<file path="src/ersc_pkg.sv">
// constants and types for the ethernet receive status capture block
package ersc_pkg;
	// ----------------------------------------
	// register map
	// ----------------------------------------
	localparam logic [31:0] ADDR_RX_FRAME_STATUS = 32'hff800014;
	localparam logic [31:0] ADDR_GEN_CTRL = 32'hff800018;
	localparam logic [31:0] ADDR_GEN_STAT = 32'hff80001c;
	localparam logic [31:0] RX_FRAME_STATUS_RESET = 32'h00000000;
	// ----------------------------------------
	// status word fields
	// ----------------------------------------
	localparam int POS_BYTE_COUNT = 16;
	localparam int POS_CARRIER_EVENT = 15;
	localparam int POS_DATA_VIOLATION = 14;
	localparam int POS_GOOD = 13;
	localparam int POS_BROADCAST = 12;
	localparam int POS_MULTICAST = 11;
	localparam int POS_CRC_ERROR = 10;
	localparam int POS_DRIBBLE = 9;
	localparam int POS_CODE_VIOLATION = 8;
	localparam int POS_TOO_LONG = 7;
	localparam int POS_TOO_SHORT = 6;
	localparam int POS_OVERRUN = 5;
	// ----------------------------------------
	// general control and status fields
	// ----------------------------------------
	localparam int POS_ACCEPT_LONG = 0;
	localparam int POS_ACCEPT_SHORT = 1;
	localparam int POS_DMA_MODE = 2;
	localparam int POS_BUF_COMPLETE = 0;
	localparam int POS_STATUS_READY = 1;
	localparam int POS_FIFO_HAS_DATA = 2;
	localparam logic [2:0] GEN_CTRL_RESET = 3'h0;
	// ----------------------------------------
	// frame limits and line codes
	// ----------------------------------------
	localparam logic [15:0] MAX_FRAME_BYTES = 16'd1518;
	localparam logic [15:0] MIN_FRAME_BYTES = 16'd64;
	localparam logic [3:0] NIB_PREAMBLE = 4'h5;
	localparam logic [3:0] NIB_SFD = 4'hd;
	localparam logic [3:0] NIB_FALSE_CARRIER = 4'he;
	localparam logic [31:0] CRC_INIT = 32'hffffffff;
	localparam logic [31:0] CRC_POLY = 32'hedb88320;
	localparam logic [31:0] CRC_RESIDUE = 32'hdebb20e3;
	// ----------------------------------------
	// receive sequencer states
	// ----------------------------------------
	typedef enum logic [1:0] {ST_IDLE, ST_PREAMBLE, ST_DATA, ST_DISCARD} ersc_state_type;
endpackage

</file>
<file path="src/ersc_rx_status.sv">
// ethernet receive status capture: mii receive checks, status register, apb slave
// How it works
// (RL1) status register holds last completed frame; next completion replaces it
// (RL2) loading the status register sets buffer-complete in general status
// (RL3) dma mode: status bits 15..0 go to descriptor status/index field
// (RL4) bits 31..16 give byte count of the next packet in the fifo
// (RL5) dma mode: byte count goes to descriptor buffer length field
// (RL6) bit 15: carrier event seen since previous status, not this packet
// (RL7) bit 14: data violation seen since previous status, not this packet
// (RL8) missing valid preamble and start delimiter counts as data violation
// (RL9) bit 13: error-free packet; raises drain flags until packet drained
// (RL10) bit 12: broadcast packet; drain flags raised so it can be drained
// (RL11) bit 11: multicast packet; drain flags raised so it can be drained
// (RL12) bit 10: crc error; drain flags stay low, packet flushed
// (RL13) bit 9: one to seven dribble bits; flagged, flush per next line
// (RL14) dribble packet counts valid when crc is good
// (RL15) bit 8: rx error during data phase; drain flags low, flush
// (RL16) bit 7: longer than 1518 bytes; drain flags low, flush
// (RL17) long packet accepted only when accept-long enable set
// (RL18) bit 6: shorter than 64 bytes; drain flags low, flush
// (RL19) short packet accepted only when accept-short enable set
// (RL20) bit 5: fifo overrun during frame; drain flags low, flush
// (RL21) all status fields of one frame load in the same cycle
//
// Design decision made here: the APB interface to the registers.
module ersc_rx_status
	import ersc_pkg::*;
(
	input wire logic CLK_SYS, // system clock
	input wire logic NRST, // async reset, active low
	input wire logic PSEL, // apb select
	input wire logic PENABLE, // apb access phase
	input wire logic PWRITE, // apb write
	input wire logic [31:0] PADDR, // apb byte address
	input wire logic [31:0] PWDATA, // apb write data
	output logic [31:0] PRDATA, // apb read data
	output logic PREADY, // apb ready
	output logic PSLVERR, // apb error on unmapped address
	input wire logic RX_CLK, // phy receive clock pin
	input wire logic RX_DV, // phy receive data valid
	input wire logic RX_ER, // phy receive error
	input wire logic [3:0] RXD, // phy receive nibble
	input wire logic FIFO_FULL, // receive fifo full
	input wire logic PKT_DRAINED, // packet emptied from fifo
	output logic FIFO_FLUSH, // pulse: drop bad packet
	output logic STATUS_READY, // status-ready drain flag
	output logic FIFO_HAS_DATA, // fifo-has-data drain flag
	output logic DESC_WRITE, // pulse: descriptor fields valid
	output logic [15:0] DESC_STATUS_INDEX, // descriptor status/index
	output logic [15:0] DESC_LENGTH // descriptor buffer length
);
	// ----------------------------------------
	// declarations
	// ----------------------------------------
	logic [2:0] clk_sync;
	logic [1:0] dv_sync;
	logic [1:0] er_sync;
	logic [3:0] rxd_s1;
	logic [3:0] rxd_s2;
	logic nib_strobe;
	ersc_state_type state;
	logic [16:0] nib_count;
	logic [31:0] crc;
	logic [31:0] crc_at_byte;
	logic [3:0] low_nib;
	logic bcast_run;
	logic mcast_bit;
	logic code_err;
	logic overrun;
	logic carrier_pend;
	logic violation_pend;
	logic carrier_event;
	logic violation_event;
	logic frame_done;
	logic [15:0] byte_count;
	logic crc_bad;
	logic dribble;
	logic too_long;
	logic too_short;
	logic frame_good;
	logic [31:0] next_status;
	logic [31:0] rx_frame_status;
	logic [2:0] gen_ctrl;
	logic buf_complete;
	logic apb_setup;
	logic apb_write;
	logic mapped;

	// ----------------------------------------
	// helpers
	// ----------------------------------------
	// advance crc by one nibble, lsb first
	function automatic logic [31:0] crc_nibble(input logic [31:0] c, input logic [3:0] d);
		logic [31:0] r;
		r = c;
		for (int i = 0; i < 4; i++)
		begin
			r = (r[0] ^ d[i]) ? ((r >> 1) ^ CRC_POLY) : (r >> 1);
		end
		return r;
	endfunction

	// address decode for the error path; the read path decodes PADDR in its own case
	function automatic logic is_mapped(input logic [31:0] a);
		return (a == ADDR_RX_FRAME_STATUS) || (a == ADDR_GEN_CTRL) || (a == ADDR_GEN_STAT);
	endfunction

	// ----------------------------------------
	// pin synchronisers
	// ----------------------------------------
	// two stages per pin, a third on the clock for edge finding
	always_ff @(posedge CLK_SYS or negedge NRST)
	begin
		if (!NRST)
		begin
			clk_sync <= 3'h0;
			dv_sync <= 2'h0;
			er_sync <= 2'h0;
			rxd_s1 <= 4'h0;
			rxd_s2 <= 4'h0;
		end
		else
		begin
			clk_sync <= {clk_sync[1:0], RX_CLK};
			dv_sync <= {dv_sync[0], RX_DV};
			er_sync <= {er_sync[0], RX_ER};
			rxd_s1 <= RXD;
			rxd_s2 <= rxd_s1;
		end
	end

	// take the nibble at the falling link edge, mid-bit
	assign nib_strobe = clk_sync[2] & ~clk_sync[1];

	// ----------------------------------------
	// receive sequencer
	// ----------------------------------------
	assign frame_done = nib_strobe && !dv_sync[1] && state == ST_DATA;
	// false carrier nibble outside a frame
	assign carrier_event = nib_strobe && !dv_sync[1] && er_sync[1] && rxd_s2 == NIB_FALSE_CARRIER; // see (RL6)
	// frame opening without preamble, bad preamble nibble, or valid dropped before the delimiter
	assign violation_event = nib_strobe && ((state == ST_IDLE && dv_sync[1] && rxd_s2 != NIB_PREAMBLE)
		|| (state == ST_PREAMBLE && (dv_sync[1] ? (rxd_s2 != NIB_PREAMBLE && rxd_s2 != NIB_SFD) : 1'b1))); // see (RL8)

	always_ff @(posedge CLK_SYS or negedge NRST)
	begin
		if (!NRST)
		begin
			state <= ST_IDLE;
		end
		else if (nib_strobe)
		begin
			case (state)
				ST_IDLE:
					if (dv_sync[1])
					begin
						state <= (rxd_s2 == NIB_PREAMBLE) ? ST_PREAMBLE : ST_DISCARD;
					end
				ST_PREAMBLE:
					if (!dv_sync[1])
					begin
						state <= ST_IDLE;
					end
					else if (rxd_s2 == NIB_SFD)
					begin
						state <= ST_DATA;
					end
					else if (rxd_s2 != NIB_PREAMBLE)
					begin
						state <= ST_DISCARD;
					end
				ST_DATA, ST_DISCARD:
					if (!dv_sync[1])
					begin
						state <= ST_IDLE;
					end
				default:
					state <= ST_IDLE;
			endcase
		end
	end

	// ----------------------------------------
	// frame checks
	// ----------------------------------------
	// nibble count, crc, address class and error tracking per frame
	always_ff @(posedge CLK_SYS or negedge NRST)
	begin
		if (!NRST)
		begin
			nib_count <= 17'h0;
			crc <= CRC_INIT;
			crc_at_byte <= CRC_INIT;
			low_nib <= 4'h0;
			bcast_run <= 1'b0;
			mcast_bit <= 1'b0;
			code_err <= 1'b0;
			overrun <= 1'b0;
		end
		else if (state != ST_DATA)
		begin
			nib_count <= 17'h0;
			crc <= CRC_INIT;
			crc_at_byte <= CRC_INIT;
			bcast_run <= 1'b1;
			mcast_bit <= 1'b0;
			code_err <= 1'b0;
			overrun <= 1'b0;
		end
		else
		begin
			if (FIFO_FULL)
				overrun <= 1'b1; // see (RL20)
			if (nib_strobe && dv_sync[1])
			begin
				if (nib_count != 17'h1ffff)
					nib_count <= nib_count + 17'h1;
				crc <= crc_nibble(crc, rxd_s2);
				if (er_sync[1])
					code_err <= 1'b1; // see (RL15)
				if (!nib_count[0])
					low_nib <= rxd_s2;
				else
				begin
					// whole byte done: keep crc for dribble handling
					crc_at_byte <= crc_nibble(crc, rxd_s2);
					// destination address is the first six bytes
					if (nib_count < 17'd12 && {rxd_s2, low_nib} != 8'hff)
						bcast_run <= 1'b0; // see (RL10)
					if (nib_count == 17'd1)
						mcast_bit <= low_nib[0]; // see (RL11)
				end
			end
		end
	end

	assign byte_count = (nib_count[16]) ? 16'hffff : nib_count[16:1]; // see (RL4)
	assign dribble = nib_count[0]; // see (RL13)
	// an odd trailing nibble is left out of the crc check
	assign crc_bad = crc_at_byte != CRC_RESIDUE; // see (RL12) (RL14)
	assign too_long = byte_count > MAX_FRAME_BYTES; // see (RL16)
	assign too_short = byte_count < MIN_FRAME_BYTES; // see (RL18)
	assign frame_good = !crc_bad && !code_err && !overrun
		&& (!too_long || gen_ctrl[POS_ACCEPT_LONG]) // see (RL17)
		&& (!too_short || gen_ctrl[POS_ACCEPT_SHORT]); // see (RL19) (RL9)

	// ----------------------------------------
	// events since the previous status
	// ----------------------------------------
	// a new event in the load cycle is kept for the next status
	always_ff @(posedge CLK_SYS or negedge NRST)
	begin
		if (!NRST)
		begin
			carrier_pend <= 1'b0;
			violation_pend <= 1'b0;
		end
		else
		begin
			carrier_pend <= (carrier_pend && !frame_done) || carrier_event; // see (RL6)
			violation_pend <= (violation_pend && !frame_done) || violation_event; // see (RL7)
		end
	end

	// ----------------------------------------
	// status word
	// ----------------------------------------
	always_comb
	begin
		next_status = 32'h0;
		next_status[31:POS_BYTE_COUNT] = byte_count;
		next_status[POS_CARRIER_EVENT] = carrier_pend;
		next_status[POS_DATA_VIOLATION] = violation_pend;
		next_status[POS_GOOD] = frame_good;
		next_status[POS_BROADCAST] = bcast_run && !too_short;
		next_status[POS_MULTICAST] = mcast_bit && !bcast_run;
		next_status[POS_CRC_ERROR] = crc_bad;
		next_status[POS_DRIBBLE] = dribble;
		next_status[POS_CODE_VIOLATION] = code_err;
		next_status[POS_TOO_LONG] = too_long;
		next_status[POS_TOO_SHORT] = too_short;
		next_status[POS_OVERRUN] = overrun;
	end

	// whole word loads in one cycle at frame end
	always_ff @(posedge CLK_SYS or negedge NRST)
	begin
		if (!NRST)
		begin
			rx_frame_status <= RX_FRAME_STATUS_RESET;
		end
		else if (frame_done)
		begin
			rx_frame_status <= next_status; // see (RL1) (RL21)
		end
	end

	// ----------------------------------------
	// drain, flush and descriptor outputs
	// ----------------------------------------
	always_ff @(posedge CLK_SYS or negedge NRST)
	begin
		if (!NRST)
		begin
			STATUS_READY <= 1'b0;
			FIFO_HAS_DATA <= 1'b0;
			FIFO_FLUSH <= 1'b0;
			DESC_WRITE <= 1'b0;
			DESC_STATUS_INDEX <= 16'h0;
			DESC_LENGTH <= 16'h0;
		end
		else
		begin
			// good frame raises the flags; drained clears, set wins
			if (frame_done && frame_good)
			begin
				STATUS_READY <= 1'b1; // see (RL9) (RL10) (RL11)
				FIFO_HAS_DATA <= 1'b1;
			end
			else if (PKT_DRAINED)
			begin
				STATUS_READY <= 1'b0;
				FIFO_HAS_DATA <= 1'b0;
			end
			FIFO_FLUSH <= frame_done && !frame_good; // see (RL12) (RL15) (RL16) (RL18) (RL20)
			DESC_WRITE <= frame_done && gen_ctrl[POS_DMA_MODE];
			if (frame_done && gen_ctrl[POS_DMA_MODE])
			begin
				DESC_STATUS_INDEX <= next_status[15:0]; // see (RL3)
				DESC_LENGTH <= byte_count; // see (RL5)
			end
		end
	end

	// ----------------------------------------
	// apb slave
	// ----------------------------------------
	assign apb_setup = PSEL && !PENABLE;
	assign apb_write = PSEL && PENABLE && PREADY && PWRITE;
	assign mapped = is_mapped(PADDR);

	// no wait state: ready and data registered in the setup cycle
	always_ff @(posedge CLK_SYS or negedge NRST)
	begin
		if (!NRST)
		begin
			PREADY <= 1'b0;
			PSLVERR <= 1'b0;
			PRDATA <= 32'h0;
		end
		else
		begin
			PREADY <= apb_setup;
			PSLVERR <= apb_setup && !mapped;
			PRDATA <= 32'h0;
			if (apb_setup && !PWRITE)
			begin
				case (PADDR)
					ADDR_RX_FRAME_STATUS: PRDATA <= rx_frame_status;
					ADDR_GEN_CTRL: PRDATA <= {29'h0, gen_ctrl};
					ADDR_GEN_STAT: PRDATA <= {29'h0, FIFO_HAS_DATA, STATUS_READY, buf_complete};
					default: PRDATA <= 32'h0;
				endcase
			end
		end
	end

	// control register
	always_ff @(posedge CLK_SYS or negedge NRST)
	begin
		if (!NRST)
		begin
			gen_ctrl <= GEN_CTRL_RESET;
		end
		else if (apb_write && PADDR == ADDR_GEN_CTRL)
		begin
			gen_ctrl <= PWDATA[2:0];
		end
	end

	// buffer complete: set on status load, write one to clear, set wins
	always_ff @(posedge CLK_SYS or negedge NRST)
	begin
		if (!NRST)
		begin
			buf_complete <= 1'b0;
		end
		else if (frame_done)
		begin
			buf_complete <= 1'b1; // see (RL2)
		end
		else if (apb_write && PADDR == ADDR_GEN_STAT && PWDATA[POS_BUF_COMPLETE])
		begin
			buf_complete <= 1'b0;
		end
	end
endmodule

</file>
<file path="config.mk">
export PLATFORM = sky130hd
export DESIGN_NAME = ersc_rx_status
export DESIGN_NICKNAME = d
export VERILOG_FILES = /design/src/ersc_pkg.sv /design/src/ersc_rx_status.sv
export SDC_FILE = /design/constraint.sdc
export NUM_CORES = 1
export LEC_CHECK = 0
export BUFFER_PORTS_ARGS = -buffer_cell sky130_fd_sc_hd__buf_4
export CAP_MARGIN = 10
export CORE_ASPECT_RATIO = 1.75
export CORE_MARGIN = 3
export CORE_UTILIZATION = 56
export DETAILED_ROUTE_END_ITERATION = 8
export PLACE_DENSITY = 0.8
export SYNTH_ARGS = -nofsm -noshare
export SYNTH_HDL_FRONTEND = slang
export SYNTH_SLANG_ARGS = --single-unit
</file>
<file path="constraint.sdc">
create_clock -name CLK_SYS -period 2.8 [get_ports CLK_SYS]
set_input_delay 0.14 -clock CLK_SYS [delete_from_list [all_inputs] [get_ports CLK_SYS]]
set_output_delay 0.14 -clock CLK_SYS [all_outputs]
set_load 0.005 [all_outputs]
</file>
==> impl_metrics.toml, run 1 <==
[outcome]
outcome = "finished, final reports clean"

[routing]
wl_per_cell_um = 17.3
postRouteAntennaNets = 0
wl_um = 18800
drc = 0
viasPerCell = 5.72
first_pass_iters = 5
vias = 6196
first_iter_violations = 307

[yosys]
synth-async-reset-ratio = 1.00
synth-edff-count = 0
synth_top_area_share = 0.405
synth-seq-cells = 201
ys_types = 57
syn_area_mm2 = 0.00847
avgSynthCellArea_um2 = 11.0
syn_inst = 769
synth_ff_type = "dfrtp_1"
yosys.area.top_type = "dfrtp_1"
ys_seq_area_frac = 0.603
synth.area.top_cells = "dfrtp_1 40%, dfstp_2 20%, nand2_1 5.9%, o211ai_1 3.6%, o21ai_0 3.3%"
ys_warn_count = 0

[power]
p_sw_mw = 1.57
finalPower_mw = 6.39
leakage_nw = 4.81
pwr-share-clk = 0.401
vdd_drop_max_uv = 632
comb_power_share = 0.106
powerDensity_mw_per_mm2 = 620
swShare = 0.246
intPower_mw = 4.82
seq_power_share = 0.492

[sta]
final.setup.tns_ps = 0
setup_viol = 0
grt_setup_unrepaired = "false"
finalClockSkew_ps = 17.3
relSlewSlack = 0.478
max_freq_mhz = 405
hold_viol = 0
period_share = 0.881
fin_crit_ps = 2470
tightest_slew_ps = 784
whs_ps = 23.0
final-max-slew-violation-count = 0

[critical_path]
critPathMaxStageDelay_ps = 460
crit_arrival_ps = 2800
worstRegToRegCells = 8
r2r_end = "nib_count[10]"
setup.worst_path.end_class = "register"
path_cells = "and3_1 > nand4_1 > nor4_1 > ha_1 > and4bb_1 > o2111ai_2 > or3_1 > a21oi_1"
cp-startpoint = "nib_count[6]"
cp.depth = 8
endpoint = "nib_count[10]"
r2r_slack_ps = 330
startpoint_type = "register"
crit_family = "simple AND/OR/NAND/NOR gates"
rr_startpoint = "nib_count[6]"
crit_required_ps = 3130
path_class = "register to register"
crit_slowest_cell = "dfrtp_1"
path_max_fanout = 7
path_buf_inv = 0

[global_routing]
grt_pass1_vias = 6339
grt_first_pass_wirelength_um = 31700
grt_usage = 0.231
grt.overflow.total = 0
antenna_found_initial = 0
grt_max_degree = 97

[die]
fp.dieW_um = 99.0
core-area_mm2 = 0.0146
fp.dieArea_mm2 = 0.0167
dieHeight_um = 169
num_rows = 58
start_util = 0.581
ioPinCount = 148

[worst_hold_path]
min_from = "PADDR[2]"
min_path_type = "primary input to register"

[clock_network]
clk_latency_ps = 490
ctsLongestPathBuffers = 3
cts_tree = "built"
clock_sinks = 201
post_cts_buffers = 0
cts_root_buf = "clkbuf_16"
clk_pin_slew_ps = 70
cts_made_buffers = 19
h-tree-depth = 1

[cells_and_area]
seq_area_mm2 = 0.00511
layout-drive-gt1-share = 0.275
area_growth_pct = 21.5
final_nets = 971
most-common-layout-cells = "137 x dfrtp_1, 133 x nand2_1, 126 x buf_4"
n_antenna_cell = 0
nFillCells = 1014
final_area_mm2 = 0.0103
multi_input_area_mm2 = 0.00313
final_common_cell = "dfrtp_1"

[placement]
gp_congestion = 0.890
dpl_cell_area_mm2 = 0.00949
dpl.hpwl_um = 13200
port_buffers = 111

[run]
maxCapViolCount = 0
[cells in the mapped netlist, types with 2 or more instances]
cell type / instances
or3_1: 10
nor3_1: 4
and2_1: 29
o2111ai_1: 3
xor2_1: 15
xnor2_4: 2
buf_1: 3
dfstp_2: 64
buf_2: 4
or4_1: 2
nor2_1: 31
a21oi_1: 30
a31oi_1: 2
xnor2_1: 20
o211ai_1: 41
nor4_1: 7
dfrtp_1: 137
and4b_1: 3
nand3_1: 20
ha_1: 3
nand2_1: 133
inv_1: 13
nand2b_1: 2
o21ai_1: 10
nand3b_1: 4
nand4b_1: 6
nor2b_1: 4
buf_4: 9
and4_1: 6
nor4b_1: 4
o31ai_1: 7
and3_1: 3
xnor3_1: 4
nand4_1: 6
o21ai_0: 56
nor4bb_1: 3
clkbuf_1: 35
mux2_2: 14
nor3b_1: 2
[what timing repair did]
item,4_1_cts,5_1_grt
gates resized for setup,0,2
setup endpoints to repair,0,6
hold endpoints to repair,75,0
hold buffers,16,0
[metal layers]
layer,wire length (µm),global-route usage
met3,852,0.0293
met1,6620,0.268
met5,0,0
met4,827,0.100
met2,10500,0.422
[worst min-delay path by stage]
stage / end / cells past startpoint / slack (ps)
5_1_grt: buf_complete / 4 / 30
3_3_place_gp: PREADY / 1 / 250
4_1_cts: buf_complete / 4 / 10
3_5_place_dp: rxd_s1[2] / 1 / 250
6_report: buf_complete / 4 / 20
2_1_floorplan: DESC_LENGTH[0] / 0 / -160
[sequential cells by signal (all words and copies together), names as in the netlist, 4 cells and up]
register and count:
DESC_STATUS_INDEX 11, low_nib 4, crc_at_byte 32, DESC_LENGTH 16, nib_count 17, rxd_s2 4
rx_frame_status 27, rxd_s1 4, PRDATA 30, crc 32
[power by group through the flow]
stage | Clock, mW | Sequential, mW | Combinational, mW
floorplan | 0 | 3.16 | 0.426
global placement | 0 | 3.18 | 0.640
detailed placement | 0 | 3.19 | 0.662
CTS | 2.61 | 3.14 | 0.686
global route | 2.73 | 3.16 | 0.753
finish | 2.56 | 3.14 | 0.680
[tightest hold or removal path, cell delays in order]
cell and delay (ps):
buf_4 140, nand4_1 70, o31ai_1 70, nand2_1 60
[cell type report]
cell class              instances  share of cell area
clock inverters                10              0.0103
clock buffers                  24              0.0500
multi-input cells             510               0.304
repair buffers                145               0.113
well taps                     180              0.0219
inverters                      13             0.00474
flip-flops and latches        201               0.496
[metrics by stage]
| stage | instances | util | worst slack (ps) |
|---|---|---|---|
| 6_report | 1083 | 0.706 | 334 |
| 5_1_grt | 1083 | 0.706 | 50.4 |
| 4_1_cts | 1083 | 0.704 | 162 |
| 3_5_place_dp | 1033 | 0.651 | 191 |
| 3_3_place_gp | 1033 | 0.651 | 288 |
| 2_1_floorplan | 775 | - | 523 |
[cells by family (layout without fill, tap and decap cells)]
| logic type | after synthesis | in the layout | share of synthesized area |
|---|---|---|---|
| AND/OR/NAND/NOR | 283 | 283 | 0.167 |
| flip-flops | 201 | 201 | 0.603 |
| AO/OA/AOI/OAI | 160 | 160 | 0.116 |
| buffers and inverters | 64 | 192 | 0.0329 |
| XOR/XNOR | 43 | 43 | 0.0571 |
| multiplexers | 14 | 14 | 0.0186 |
| adder cells (fa/ha/maj) | 3 | 3 | 0.00443 |
| other | 1 | 7 | 0.000443 |
Note: power is estimated with default switching activity, not from simulation.
==> run 2: changes to the inputs <==
HOLD_SLACK_MARGIN = 0.05   (was unset)
==> run 2 against run 1 <==
Net effect: maximum frequency down 0.36%; clock skew hardly changed; non-clock buffer count grew 3; via count is 0.23% higher; critical path type unchanged.
==> impl_metrics.toml, run 2 (synthesis gave the netlist of run 1 again) <==
[cells_and_area]
most-common-layout-cells = "137 x dfrtp_1, 133 x nand2_1, 126 x buf_4"
final_nets = 974
largestRegisters = "crc: 32 flops, crc_at_byte: 32 flops, PRDATA: 30 flops"
seq_area_mm2 = 0.00511
multi_input_area_mm2 = 0.00313
n_antenna_cell = 0
nFillCells = 1005
layout-drive-gt1-share = 0.274
area_growth_pct = 21.8
final_common_cell = "dfrtp_1"
utilization = 0.708

[sta]
whs_ps = 152
final-max-slew-violation-count = 0
relSlewSlack = 0.474
worst_slack_ps = 325
final.setup.tns_ps = 0
period_share = 0.884
max_freq_mhz = 404
finalClockSkew_ps = 17.7
fin_crit_ps = 2480
setup_viol = 0
tightest_slew_ps = 790
hold_viol = 0
grt_setup_unrepaired = "false"

[die]
num_rows = 58
ioPinCount = 148
dieHeight_um = 169
core-area_mm2 = 0.0146
start_util = 0.581
fp.dieW_um = 99.0
fp.dieArea_mm2 = 0.0167

[clock_network]
cts_made_buffers = 19
clk_latency_ps = 500
h-tree-depth = 1
ctsLongestPathBuffers = 3
post_cts_buffers = 0
cts_root_buf = "clkbuf_16"
cts_tree = "built"
clk_pin_slew_ps = 70
clock_sinks = 201

[critical_path]
crit_arrival_ps = 2810
setup.worst_path.end_class = "register"
crit_slowest_cell = "dfrtp_1"
critPathMaxStageDelay_ps = 470
path_class = "register to register"
rr_startpoint = "nib_count[6]"
path_buf_inv = 0
cp-startpoint = "nib_count[6]"
crit_required_ps = 3130
crit_family = "simple AND/OR/NAND/NOR gates"
path_max_fanout = 7
path_cells = "and3_1 > nand4_1 > nor4_1 > ha_1 > and4bb_1 > o2111ai_2 > or3_1 > a21oi_1"
startpoint_type = "register"

[run]
maxCapViolCount = 0

[global_routing]
grt_first_pass_wirelength_um = 31900
grt_pass1_vias = 6375
antenna_found_initial = 0
grt_max_degree = 97
grt.overflow.total = 0
grt_usage = 0.233

[outcome]
outcome = "finished, final reports clean"

[placement]
gp_congestion = 0.890
post-place-ws_ps = 191
port_buffers = 111
dpl.hpwl_um = 13200

[routing]
vias = 6210
first_iter_violations = 310
wl_um = 19000
wl_per_cell_um = 17.5
drc = 0
first_pass_iters = 5
viasPerCell = 5.72
postRouteAntennaNets = 0

[power]
vdd_drop_max_uv = 629
powerDensity_mw_per_mm2 = 619
leakage_nw = 4.83

[worst_hold_path]
min_path_type = "primary input to register"
min_from = "PSEL"
-- run 2: cell types whose count changed in the layout (fill, tap and decap cells not counted), sizes merged --
| cell | previous run | this run |
|---|---|---|
| dlygate4sd3 | 16 | 19 |
-- run 2: worst paths after layout --
check                           endpoint  depth (start not counted)  slack [ps]
max reg2reg                nib_count[10]                          8         320
max in group asynchronous        crc[22]                          3        1670
max                        nib_count[10]                          8         320
min reg2reg                    rxd_s2[1]                          0         350
min                            PRDATA[2]                          3         150
min in group asynchronous        PSLVERR                          2         260
-- run 2: power by group --
part	internal, mW	leakage (nW)	switching (mW)
registers	3.05	2.52	0.0944
clock network	1.49	0.307	1.07
logic	0.276	2.00	0.409
total	4.82	4.83	1.57
-- run 2: tightest hold or removal path, cell delays in order --
cell,delay (ps)
buf_4,120
nor3b_1,160
and4_1,180
-- run 2: repair_timing --
item                                    4_1_cts  5_1_grt
endpoints found under the hold margin        75        0
hold buffers                                 19        0
endpoints found under the setup margin        0        6
resized for setup                             0        2
-- run 2: area by class of cell --
type                            count  share of cell area
Timing Repair Buffer              148               0.115
Inverter                           13             0.00473
Clock buffer                       24              0.0498
Clock inverter                     10              0.0103
Tap cell                          180              0.0218
Sequential cell                   201               0.495
Multi-Input combinational cell    510               0.303
-- run 2: per-layer routing --
metal | routed length (µm) | vias to the layer above | GRT usage | part of all wire
li1 | - | 2906 | - | -
met1 | 6820 | 3084 | 0.269 | 0.36
met2 | 10600 | 166 | 0.425 | 0.56
met3 | 770 | 54 | 0.0297 | 0.041
met4 | 809 | 0 | 0.103 | 0.043
met5 | 0 | - | 0 | 0
-- run 2: stage by stage --
step	cells	power (mW)	cell area (µm²)
after floorplan	775	3.59	8500
after global placement	1033	3.82	9490
after detailed placement	1033	3.85	9490
after CTS	1086	6.44	10300
after global routing	1086	6.64	10300
final	1086	6.39	10300
==> run 3: changes to the inputs <==
CORE_MARGIN = unset   (was 3)
==> run 3 against run 2 <==
Net effect: non-clock buffer count fell by 1; combinational power barely moved; sequential share of layout area rose by 0.28 points; sequential power barely moved; highest routed layer unchanged.
==> impl_metrics.toml, run 3 (synthesis gave the netlist of run 1 again) <==
[die]
ioPinCount = 148
num_rows = 59
fp.dieArea_mm2 = 0.0156
fp.dieW_um = 95.0
start_util = 0.571
core-area_mm2 = 0.0148
dieHeight_um = 165

[sta]
setup_viol = 0
fin_crit_ps = 2550
max_freq_mhz = 392
tightest_slew_ps = 703
whs_ps = 171
relSlewSlack = 0.527
hold_viol = 0
final-max-slew-violation-count = 0
finalClockSkew_ps = 11.2
grt_setup_unrepaired = "false"
final.setup.tns_ps = 0
period_share = 0.911

[clock_network]
cts_root_buf = "clkbuf_16"
post_cts_buffers = 0
clock_sinks = 201
cts_tree = "built"
ctsLongestPathBuffers = 3
postCtsResizedCells = 0
h-tree-depth = 1
clk_latency_ps = 480
cts_hold_buf = 19
clk_pin_slew_ps = 70
cts_made_buffers = 18

[routing]
wl_um = 18000
drc = 0
first_iter_violations = 366
first_pass_iters = 5
postRouteAntennaNets = 0
viasPerCell = 5.57
vias = 6040
wl_per_cell_um = 16.6

[placement]
dpl_cell_area_mm2 = 0.00951
dpl.hpwl_um = 12300
port_buffers = 111
gp_congestion = 0.868

[power]
powerDensity_mw_per_mm2 = 605
vdd_drop_max_uv = 517
leakage_nw = 4.81

[critical_path]
r2r_slack_ps = 250
crit_arrival_ps = 2960
setup.worst_path.end_class = "register"
path_class = "register to register"
cp-startpoint = "nib_count[7]"
crit_required_ps = 3210
path_max_fanout = 10
endpoint = "nib_count[11]"
worstRegToRegCells = 8
r2r_end = "nib_count[11]"
rr_startpoint = "nib_count[7]"
startpoint_type = "register"

[cells_and_area]
layout-drive-gt1-share = 0.271
final_area_mm2 = 0.0103
largestRegisters = "crc: 32 flops, crc_at_byte: 32 flops, PRDATA: 30 flops"
area_growth_pct = 21.1
most-common-layout-cells = "137 x dfrtp_1, 133 x nand2_1, 124 x buf_4"
final_common_cell = "dfrtp_1"
final_nets = 972
n_antenna_cell = 0

[global_routing]
grt.overflow.total = 0
grt_usage = 0.244
grt_first_pass_wirelength_um = 29800
grt_max_degree = 75
antenna_found_initial = 0
grt_pass1_vias = 5950

[run]
maxCapViolCount = 0

[worst_hold_path]
min_path_type = "primary input to register"

[outcome]
outcome = "finished, final reports clean"
==> run 3: final cells by class <==
cell class | count | area, µm²
multi-input combinational | 510 | 3120
clock inverter | 10 | 72.6
timing repair buffer | 147 | 1190
fill | 1056 | 4570
sequential | 201 | 5110
tap | 183 | 229
inverter | 13 | 48.8
clock buffer | 21 | 493
==> run 3: worst min path at each step <==
stage	startpoint	to	slack [ps]	cells past startpoint
after floorplan	NRST	DESC_LENGTH[0]	-160	0
after global placement	NRST	PRDATA[2]	190	1
after detailed placement	NRST	PRDATA[0]	190	1
after CTS	PADDR[16]	PSLVERR	140	4
after global routing	PADDR[16]	PSLVERR	180	4
final	PADDR[16]	PSLVERR	170	4
==> run 3: worst max-delay path: stages (launching register included) <==
cell	delay, ps
dfrtp_1	490
and3_1	300
nand4_1	220
nor4_1	360
ha_1	220
and4bb_1	250
o2111ai_2	370
o21ai_0	150
a21oi_1	130
==> run 3: metrics by stage <==
| step | instances | worst slack [ps] | power (mW) | utilization |
|---|---|---|---|---|
| finish | 1085 | 250 | 6.21 | 0.692 |
| global route | 1085 | 51.8 | 6.45 | 0.692 |
| CTS | 1085 | 239 | 6.26 | 0.692 |
| detailed placement | 1035 | 267 | 3.86 | 0.641 |
| global placement | 1035 | 384 | 3.84 | 0.641 |
| floorplan | 775 | 523 | 3.59 | - |
==> run 3: power breakdown <==
part,internal [mW],switching (mW)
Combinational,0.277,0.407
Sequential,3.05,0.0946
Clock,1.35,1.03
==> run 3: routing by layer <==
| metal | track usage | vias to the layer above | wire, µm |
|---|---|---|---|
| li1 | - | 2888 | - |
| met2 | 0.446 | 149 | 10000 |
| met5 | 0 | - | 0 |
| met3 | 0.0299 | 34 | 631 |
| met4 | 0.0875 | 0 | 445 |
| met1 | 0.290 | 2969 | 6880 |
